==> config.mk <==
export PLATFORM = sky130hd
export DESIGN_NAME = atta_trigger
export DESIGN_NICKNAME = d
export VERILOG_FILES = /design/src/verilog/atta_pkg.sv /design/src/verilog/atta_trigger.sv
export SDC_FILE = /design/constraint.sdc
export NUM_CORES = 1
export LEC_CHECK = 0
export ABC_AREA = 1
export BUFFER_PORTS_ARGS = -buffer_cell sky130_fd_sc_hd__buf_2
export CELL_PAD_IN_SITES_DETAIL_PLACEMENT = 1
export CELL_PAD_IN_SITES_GLOBAL_PLACEMENT = 2
export CORE_MARGIN = 1
export CORE_UTILIZATION = 29
export CTS_BUF_LIST = sky130_fd_sc_hd__clkbuf_4
export DETAILED_ROUTE_END_ITERATION = 6
export GPL_TIMING_DRIVEN = 0
export PLACE_DENSITY_LB_ADDON = 0.1
export SLEW_MARGIN = 25
export SYNTH_ARGS = -nofsm -noshare
export SYNTH_HDL_FRONTEND = slang
export SYNTH_SLANG_ARGS = --single-unit
export TNS_END_PERCENT = 30
==> constraint.sdc <==
create_clock -name clk_sys -period 2 [get_ports clk_sys]
set_input_delay 0.1 -clock clk_sys [delete_from_list [all_inputs] [get_ports clk_sys]]
set_output_delay 0.1 -clock clk_sys [all_outputs]
set_load 0.005 [all_outputs]
==> src/verilog/atta_pkg.sv <==
// Constants and types for the timing trigger arm block.
// Assumes a single 250 MHz system clock.
`default_nettype none
package atta_pkg;
	localparam int unsigned CLK_PERIOD_NS  = 4;
	localparam int unsigned FILTER_MAX_NS  = 300;
	localparam int unsigned FILTER_MAX_CYC = FILTER_MAX_NS / CLK_PERIOD_NS;
	localparam int unsigned FILT_W         = 7;
	localparam int unsigned NCH            = 8;
	localparam logic [1:0]  MODE_SYNC      = 2'h0;
	localparam logic [1:0]  MODE_ASYNC_RISE = 2'h1;
	localparam logic [1:0]  MODE_ASYNC_FALL = 2'h2;
	localparam logic [1:0]  MODE_RSVD       = 2'h3;
	localparam logic [FILT_W-1:0] FILT_ZERO = 7'h00;
	localparam logic [FILT_W-1:0] FILT_ONE  = 7'h01;
	typedef enum logic [1:0] {
		ATTA_IDLE  = 2'b00,
		ATTA_ARMED = 2'b01,
		ATTA_FIRED = 2'b11
	} atta_state_t;
endpackage : atta_pkg
`default_nettype wire

==> src/verilog/atta_trigger.sv <==
// Timing unit arming, edge trigger, filter, glitch flags and main-term stretch.
// Assumes probe channels and state clock arrive asynchronously; all else on clk_sys.
// Overview of operation
// - Arm command only arms; trigger fires later on selected recognizer edge, or in sync mode on a state clock edge while match true.
// - Rising mode: match present at arming must drop then return to fire.
// - Falling mode: fire as soon as match goes true to false after arming.
// - Unconditional first-step arm advances step on first state clock after start.
// - Main false term holds only if recognizer false for whole state cycle.
// - Main term sees stretched level; timing trigger uses edges.
// - Programmable 0 to 300 ns filter suppresses shorter spurious events.
// - Async mode samples channels and glitches on internal timebase, stores both.
// - One clocking mode at a time; changing either selection updates both.
// - Trigger mode offers sync, async rising, async falling.
// - Main acquisition captures nothing without a main trigger command.
// - Nonzero filter: condition must persist filter duration before firing.
// - Glitch flagged when a channel transitions more than once between samples.
// - Pattern bit 7 is channel 7, bit 0 is channel 0.
`default_nettype none
module atta_trigger
	import atta_pkg::*;
(
	// Clock and reset
	input  wire logic              clk_sys,
	input  wire logic              rst,
	// Probe and system under test
	input  wire logic [NCH-1:0]    probe_in,
	input  wire logic              state_clk,
	// Program control
	input  wire logic              acq_start,
	input  wire logic              arm_cmd,
	input  wire logic              uncond_arm_step,
	input  wire logic              main_trig_cmd,
	// Configuration
	input  wire logic [NCH-1:0]    pat_value,
	input  wire logic [NCH-1:0]    pat_care,
	input  wire logic [FILT_W-1:0] filter_cycles,
	input  wire logic [FILT_W-1:0] sample_div,
	input  wire logic [1:0]        trig_mode_wr,
	input  wire logic              trig_mode_we,
	input  wire logic              main_async_wr,
	input  wire logic              main_async_we,
	// Status and data
	output logic                   armed,
	output logic                   timing_trig,
	output logic                   step_advance,
	output logic                   main_term_true,
	output logic                   main_term_false,
	output logic                   main_capture_en,
	output logic [1:0]             trig_mode,
	output logic                   async_mode,
	output logic                   sample_valid,
	output logic [NCH-1:0]         sample_data,
	output logic [NCH-1:0]         sample_glitch,
	output logic                   recog_match
);
	// Synchronisers
	logic [NCH-1:0] pr_s1_q, pr_s2_q, pr_s3_q;
	logic           sc_s1_q, sc_s2_q, sc_s3_q;
	always_ff @(posedge clk_sys) begin
		pr_s1_q <= probe_in;
		pr_s2_q <= pr_s1_q;
		pr_s3_q <= pr_s2_q;
		sc_s1_q <= state_clk;
		sc_s2_q <= sc_s1_q;
		sc_s3_q <= sc_s2_q;
	end
	wire logic sc_rise = sc_s2_q & ~sc_s3_q;

	// Mode link
	logic [1:0] mode_q, mode_d;
	always_comb begin
		mode_d = mode_q;
		if (trig_mode_we && trig_mode_wr != MODE_RSVD) begin
			mode_d = trig_mode_wr;
		end else if (main_async_we) begin
			if (!main_async_wr) begin
				mode_d = MODE_SYNC;
			end else if (mode_q == MODE_SYNC) begin
				mode_d = MODE_ASYNC_RISE;
			end
		end
	end
	wire logic is_async = (mode_q != MODE_SYNC);

	// Recognizer with filter
	function automatic logic pat_match(input logic [NCH-1:0] d, input logic [NCH-1:0] v,
			input logic [NCH-1:0] c);
		pat_match = ((d ^ v) & c) == {NCH{1'b0}};
	endfunction : pat_match
	wire logic raw_match = pat_match(pr_s2_q, pat_value, pat_care);
	logic [FILT_W-1:0] filt_cnt_q, filt_cnt_d;
	logic              filt_q, filt_d, filt_prev_q;
	always_comb begin
		filt_cnt_d = filt_cnt_q;
		filt_d     = filt_q;
		if (raw_match == filt_q) begin
			filt_cnt_d = FILT_ZERO;
		end else if (filt_cnt_q + FILT_ONE >= filter_cycles) begin
			filt_d     = raw_match;
			filt_cnt_d = FILT_ZERO;
		end else begin
			filt_cnt_d = filt_cnt_q + FILT_ONE;
		end
	end
	wire logic rec_rise = filt_q & ~filt_prev_q;
	wire logic rec_fall = ~filt_q & filt_prev_q;

	// Arm and trigger state machine
	atta_state_t st_q, st_d;
	logic        seen_false_q, seen_false_d, trig_d, step_d, step_pend_q, step_pend_d;
	always_comb begin
		st_d         = st_q;
		seen_false_d = seen_false_q;
		trig_d       = 1'b0;
		step_pend_d  = step_pend_q;
		step_d       = 1'b0;
		if (step_pend_q && sc_rise) begin
			step_d      = 1'b1;
			step_pend_d = 1'b0;
		end
		// A new start wins over a consumed one
		if (acq_start && uncond_arm_step) begin
			step_pend_d = 1'b1;
		end
		case (st_q)
			ATTA_IDLE: begin
				if (arm_cmd || (acq_start && uncond_arm_step)) begin
					st_d         = ATTA_ARMED;
					seen_false_d = ~filt_q;
				end
			end
			ATTA_ARMED: begin
				if (!filt_q) begin
					seen_false_d = 1'b1;
				end
				if (mode_q == MODE_ASYNC_RISE && seen_false_q && rec_rise) begin
					st_d   = ATTA_FIRED;
					trig_d = 1'b1;
				end else if (mode_q == MODE_ASYNC_FALL && rec_fall) begin
					st_d   = ATTA_FIRED;
					trig_d = 1'b1;
				end else if (mode_q == MODE_SYNC && sc_rise && filt_q) begin
					st_d   = ATTA_FIRED;
					trig_d = 1'b1;
				end
			end
			ATTA_FIRED: begin
				if (acq_start && uncond_arm_step) begin
					st_d         = ATTA_ARMED;
					seen_false_d = ~filt_q;
				end else if (acq_start) begin
					st_d = ATTA_IDLE;
				end
			end
			default: st_d = ATTA_IDLE;
		endcase
	end

	// Pulse stretch over state clock cycle
	logic seen_true_q, seen_true_d, term_t_q, term_t_d, term_f_q, term_f_d;
	always_comb begin
		seen_true_d = seen_true_q | filt_q;
		term_t_d    = term_t_q;
		term_f_d    = term_f_q;
		if (sc_rise) begin
			term_t_d    = seen_true_q | filt_q;
			term_f_d    = ~(seen_true_q | filt_q);
			seen_true_d = 1'b0;
		end
	end

	// Async sampling and glitch detection
	logic [FILT_W-1:0] div_q, div_d;
	logic [NCH-1:0]    once_q, once_d, gl_q, gl_d, sdat_q, sdat_d, sgl_q, sgl_d;
	logic              sv_q, sv_d;
	always_comb begin
		div_d  = div_q + FILT_ONE;
		once_d = once_q | (pr_s2_q ^ pr_s3_q);
		gl_d   = gl_q | (once_q & (pr_s2_q ^ pr_s3_q));
		sdat_d = sdat_q;
		sgl_d  = sgl_q;
		sv_d   = 1'b0;
		if (is_async && div_q >= sample_div) begin
			div_d  = FILT_ZERO;
			sdat_d = pr_s2_q;
			sgl_d  = gl_d;
			sv_d   = 1'b1;
			once_d = {NCH{1'b0}};
			gl_d   = {NCH{1'b0}};
		end else if (!is_async) begin
			div_d = FILT_ZERO;
		end
	end

	always_ff @(posedge clk_sys) begin
		if (rst) begin
			mode_q <= MODE_SYNC;
			filt_cnt_q <= FILT_ZERO;
			filt_q <= 1'b0;
			filt_prev_q <= 1'b0;
			st_q <= ATTA_IDLE;
			seen_false_q <= 1'b0;
			step_pend_q <= 1'b0;
			timing_trig <= 1'b0;
			step_advance <= 1'b0;
			seen_true_q <= 1'b0;
			term_t_q <= 1'b0;
			term_f_q <= 1'b0;
			div_q <= FILT_ZERO;
			once_q <= {NCH{1'b0}};
			gl_q <= {NCH{1'b0}};
			sdat_q <= {NCH{1'b0}};
			sgl_q <= {NCH{1'b0}};
			sv_q <= 1'b0;
			main_capture_en <= 1'b0;
		end else begin
			mode_q <= mode_d;
			filt_cnt_q <= filt_cnt_d;
			filt_q <= filt_d;
			filt_prev_q <= filt_q;
			st_q <= st_d;
			seen_false_q <= seen_false_d;
			step_pend_q <= step_pend_d;
			timing_trig <= trig_d;
			step_advance <= step_d;
			seen_true_q <= seen_true_d;
			term_t_q <= term_t_d;
			term_f_q <= term_f_d;
			div_q <= div_d;
			once_q <= once_d;
			gl_q <= gl_d;
			sdat_q <= sdat_d;
			sgl_q <= sgl_d;
			sv_q <= sv_d;
			main_capture_en <= main_trig_cmd & ~acq_start;
		end
	end

	// Registered outputs
	always_ff @(posedge clk_sys) begin
		if (rst) begin
			armed <= 1'b0;
			trig_mode <= MODE_SYNC;
			async_mode <= 1'b0;
			recog_match <= 1'b0;
		end else begin
			armed <= (st_d == ATTA_ARMED);
			trig_mode <= mode_d;
			async_mode <= (mode_d != MODE_SYNC);
			recog_match <= filt_d;
		end
	end
	assign main_term_true  = term_t_q;
	assign main_term_false = term_f_q;
	assign sample_valid    = sv_q;
	assign sample_data     = sdat_q;
	assign sample_glitch   = sgl_q;
endmodule : atta_trigger
`default_nettype wire

; Yosys cells after proc, flatten, opt, wreduce, memory -nomap -nowiden
; Cells that the tools add are included.
[word_totals]
register_bits = 90
latchBits = 0
ramBits = 0
romBits = 0
output_inout_bits = 27
word_cells = 106
mem_count = 0
[op_classes]
addsub = 2
n_mul = 0
div = 0
n_lt_le_gt_ge = 2
n_eq_ne = 10
shift = 0
mux = 22
bitwise = 19
reduce_logical = 24
[ops]
columns = operator, n
row1 = 2-bit two-way mux, 10
row2 = 8-bit AND, 2
row3 = 8-bit OR, 2
row4 = 8-bit XOR, 2
row5 = 7-bit by 1-bit adder with 7-bit output (second input constant), 2
row6 = 7-bit >= comparator, 2
row7 = 1-bit two-way mux, 10
row8 = 1-bit logical AND, 9
row9 = 8-bit zero test, 1
row10 = 2-bit != test (second input constant), 4
row11 = 1-bit inverter, 8
row12 = 2-bit by 1-bit equality test with 1-bit output (second input constant), 3
row13 = 2-bit case mux with 3 select lines, 1
row14 = 2-bit nonzero test, 3
row15 = 2-bit OR reduction, 3
row16 = 3-bit OR reduction, 2
row17 = 1-bit AND, 4
row18 = 2-bit equality test (second input constant), 2
row19 = 2-bit zero test, 2
row20 = 4-bit AND reduction, 1
row21 = 1-bit case mux with 3 select lines, 1
row22 = 3-bit nonzero test, 1
row23 = 2-bit AND reduction, 1
row24 = 1-bit equality test, 1
row25 = 2 further kinds, 2

; Logic depth before layout (Yosys ltp)
[logic_depth]
depth_word = 9
depth_mapped = 13
mapped_depth_nobuf = 13

; Worst setup path before layout
; OpenSTA, ideal clock, no wires.
[synth_timing]
kind = register to register
from = register filt_cnt_q[0]
to = register filt_cnt_q[0]
setup_ps = 68
t_arrival_ps = 2018
required_ps = 1932
path_slack_ps = -86
stages_incl_launch_ff = 14
path_buffers = 0
cell_sequence = dfxtp_1 > ha_1 > nand3_1 > nand3b_1 > xor2_1 > inv_1 > ha_1 > nand2_1 > inv_1 > a21oi_1 > nand3_1 > nor2_1 > nand3_1 > nor2_1
[synth_between]
elab_chain_len = 3
[synth_rtl]
columns = element, line_no
row1 = from (decl), atta_trigger.sv:91  ; logic [FILT_W-1:0] filt_cnt_q, filt_cnt_d;
row2 = from (signal assigned), atta_trigger.sv:218  ; filt_cnt_q <= filt_cnt_d;
row3 = 7-bit by 1-bit adder with 7-bit output (*), "atta_trigger.sv:98, atta_trigger.sv:102"
row4 = 7-bit >= comparator, atta_trigger.sv:98  ; end else if (filt_cnt_q + FILT_ONE >= filter_cycles) begin
row5 = 3-bit OR reduction (no line), n/a
; Every way passes the cells marked *; elsewhere a longest branch is shown, timed or not.
; A chain may end at the register's enable or synchronous reset.

; Final worst setup path
[layout_timing]
from = register filt_cnt_q[0]
to = register filt_cnt_q[4]
; The elaborated chain is that of the path after synthesis.

==> results.sh <==
export IMPL_p_leak_nw=2.31
export IMPL_antenna_left=0
export IMPL_critPathLaunch="filt_cnt_q[0]$_SDFF_PP0_"
export IMPL_grt_pass1_vias=2949
export IMPL_synth_seq_area_share=0.504
export IMPL_synth_top_cells_by_count="90 x dfxtp_1, 81 x nand2_1, 67 x inv_1"
export IMPL_grt_overflow_total=0
export IMPL_fin_tns_setup_ns=-0.730
export IMPL_timing_final_crit_share=1.06
export IMPL_grt_total_usage=0.137
export IMPL_synth_most_common_cell="dfxtp_1"
export IMPL_end_kind="register"
export IMPL_htreeDepth=3
export IMPL_initial_core_util=0.297
export IMPL_p_per_area_nw_per_um2=718
export IMPL_ys_seq_elements=90
export IMPL_wl_per_cell_um=12.0
export IMPL_viasPerCell=4.40
export IMPL_setup_worst_path_start_class="register"
export IMPL_synth_fp_nets=499
export IMPL_rrSetupSlack_ns=-0.12
export IMPL_wirelength_um=8340
export IMPL_syn_area_per_cell_um2=8.25
export IMPL_cp_max_fo=7
export IMPL_clock_skew_ns=0.0133
export IMPL_holdCritPathClass="input port to register"
export IMPL_nNetsFinal=607
export IMPL_pre_cts_ws_ns=-0.377
export IMPL_crit_path_end="filt_cnt_q[4]$_SDFF_PP0_"
export IMPL_fmax_mhz=473
export IMPL_grt_busiest_layer="met2"
export IMPL_synthCells=433
export IMPL_ios=77
export IMPL_hpwl_um=6280
export IMPL_die_area_um2=12800
export IMPL_critPathKind="register to register"
export IMPL_async_flop_share=0
export IMPL_grtUsageMet1=0.165
export IMPL_grt_use_met3=0.0396
export IMPL_setup_viol=8
export IMPL_dr_pass1_iters=4
export IMPL_clk_latency_ns=0.44
export IMPL_r2r_start="filt_cnt_q[0]$_SDFF_PP0_"
export IMPL_fp_dieW_um=113
export IMPL_outcome="finished, violations left"
export IMPL_clkTransAtPathRegs_ns=0.12
export IMPL_fin_crit_ns=2.12
export IMPL_drcViolationCount=0
export IMPL_drive_above_1_share=0.251
export IMPL_num_rows=40
export IMPL_die_h_um=113
export IMPL_fillCellCount=1478
export IMPL_synth_cell_type_count=30
export IMPL_yosysTopAreaCell="dfxtp_1"
export IMPL_synth_top_cell_area_share=0.504
export IMPL_cts_tree="built"
export IMPL_r2r_end="filt_cnt_q[4]$_SDFF_PP0_"
export IMPL_grt_pass1_wl_um=13600
export IMPL_cap_violations=0
export IMPL_synth_area_leaders="dfxtp_1 50%, nand2_1 8.5%, inv_1 7.0%, ha_1 5.6%, nor2_1 5.0%"
export IMPL_root_buffer="clkbuf_4"
export IMPL_io_buffer_count=76
export IMPL_synth_edf_count=0
export IMPL_max_slew_margin_rel=0.629
export IMPL_grt_use_met2=0.236
export IMPL_drt_iter0_markers=91
export IMPL_final_max_slew_viol_count=0
export IMPL_synthFlopType="dfxtp_1"
export IMPL_antenna_found_initial=0
export IMPL_n_antenna_cell=0
export IMPL_hold_violations=0
export IMPL_crit_required_ns=2.38
export IMPL_synthesis_area_um2=3570
export IMPL_critPathArrivalTime_ns=2.49
export IMPL_clock_path_buffers=2
export IMPL_core_area_um2=12000
export IMPL_vdd_drop_max_v=0.000380
export IMPL_hold_slack_ns=0.0532
export IMPL_gp_congestion=0.727
export IMPL_cts_sinks=90
export IMPL_tightestPinTransition_ns=0.557
export IMPL_r2r_cells=13
export IMPL_layout_setup_ws_ns=-0.116
export IMPL_cts_made_buffers=9
export IMPL_violations="negative setup slack"
export IMPL_rsz0062_at_grt="true"
export IMPL_via_count=3048
export IMPL_yosys_warnings=0
export IMPL_syn2layout_area_growth_pct=27.3
export IMPL_grt_start_max_net_pins=15
==> cell type report <==
type,count,area (um2),area share
buffer,9,52.6,0.0116
clock buffer,10,75.1,0.0165
clock inverter,6,57.6,0.0127
inverter,68,255,0.0561
multi-input combinational,266,1540,0.339
sequential,90,1810,0.397
tap,147,184,0.0404
timing repair buffer,97,576,0.127
==> how the worst min path moves through the flow <==
stage / start / to / slack [ns] / depth (start not counted)
finish: uncond_arm_step / step_pend_q$_SDFFE_PP0P_ / 0.05 / 3
global route: arm_cmd / st_q[0]$_SDFF_PP0_ / 0.02 / 5
CTS: uncond_arm_step / step_pend_q$_SDFFE_PP0P_ / 0.01 / 3
detailed placement: probe_in[1] / pr_s1_q[1]$_DFF_P_ / 0.20 / 1
global placement: probe_in[0] / pr_s1_q[0]$_DFF_P_ / 0.20 / 1
floorplan: probe_in[0] / pr_s1_q[0]$_DFF_P_ / 0.13 / 0
==> per-stage QoR <==
stage / utilization / std cells / area, um2 / total power [mW]
after floorplan: - / 433 / 3600 / 2.16
after global placement: 0.347 / 656 / 4160 / 2.29
after detailed placement: 0.347 / 656 / 4160 / 2.30
after CTS: 0.377 / 692 / 4530 / 3.34
after global routing: 0.379 / 693 / 4550 / 3.45
final: 0.379 / 693 / 4550 / 3.27
==> timing repair <==
action / in CTS / in global routing
buffers inserted: 5 / 1
setup endpoints to repair: 8 / 9
pin swaps: 10 / 3
gates resized for setup: 11 / 5
hold buffers: 15 / 0
hold endpoints to repair: 17 / 0
==> cells in the final DEF, fill, tap and decap left out, types with 2 or more instances in the layout <==
| cell type | Yosys | layout |
|---|---|---|
| ha_1 | 16 | 14 |
| nand3_2 | 2 | 4 |
| dfxtp_2 | 0 | 2 |
| nand2_1 | 81 | 80 |
| nand2_4 | 1 | 2 |
| nand4_1 | 16 | 16 |
| nor2_1 | 48 | 45 |
| clkbuf_1 | 3 | 3 |
| a21oi_1 | 9 | 8 |
| xor2_1 | 16 | 16 |
| nand3_1 | 35 | 32 |
| dlygate4sd3_1 | 0 | 15 |
| inv_2 | 1 | 2 |
| buf_2 | 4 | 79 |
| a31oi_1 | 4 | 4 |
| o21ai_2 | 1 | 2 |
| nand3_4 | 1 | 2 |
| xnor2_1 | 2 | 2 |
| inv_1 | 67 | 66 |
| clkinv_2 | 0 | 4 |
| o21ai_0 | 10 | 9 |
| buf_4 | 1 | 7 |
| clkbuf_4 | 0 | 11 |
| nor3_1 | 2 | 2 |
| ha_4 | 0 | 2 |
| dfxtp_1 | 90 | 87 |
| nand3b_1 | 5 | 5 |
| nor2_2 | 11 | 13 |
==> routing by layer <==
metal,wire (um),share of wire
met5,0,0
met4,108,0.013
met3,377,0.045
met2,4000,0.48
met1,3860,0.46
==> cells by family (layout without fill, tap and decap cells) <==
family                   Yosys count  after routing  synth area share
AO/OA/AOI/OAI                     28             28            0.0441
flip-flops                        90             90             0.504
AND/OR/NAND/NOR                  204            204             0.266
XOR/XNOR                          18             18            0.0441
adder cells (fa/ha/maj)           16             16            0.0560
buffers and inverters             77            190            0.0854
==> where the power goes <==
part | internal (mW) | total [mW] | switching [mW]
sequential | 1.87 | 1.92 | 0.0446
clock | 0.387 | 0.983 | 0.596
combinational | 0.157 | 0.364 | 0.207
==> worst max-delay path, cell delays in order (launching register included) <==
cell	delay, ns
dfxtp_4	0.39
ha_4	0.14
nand3_2	0.08
nand3b_1	0.19
xor2_1	0.21
inv_1	0.10
ha_4	0.23
nand2_4	0.07
inv_2	0.04
a21oi_2	0.13
nand3_2	0.11
nor2_4	0.12
nand3_4	0.13
nor2_2	0.13
==> registers in the layout, summed over array words and instances (netlist names), 8 cells and up <==
| name | cells |
|---|---|
| sample_data | 8 |
| pr_s2_q | 8 |
| pr_s1_q | 8 |
| sample_glitch | 8 |
| pr_s3_q | 8 |
| once_q | 8 |
| gl_q | 8 |
Note: power is estimated with default switching activity, not from simulation.
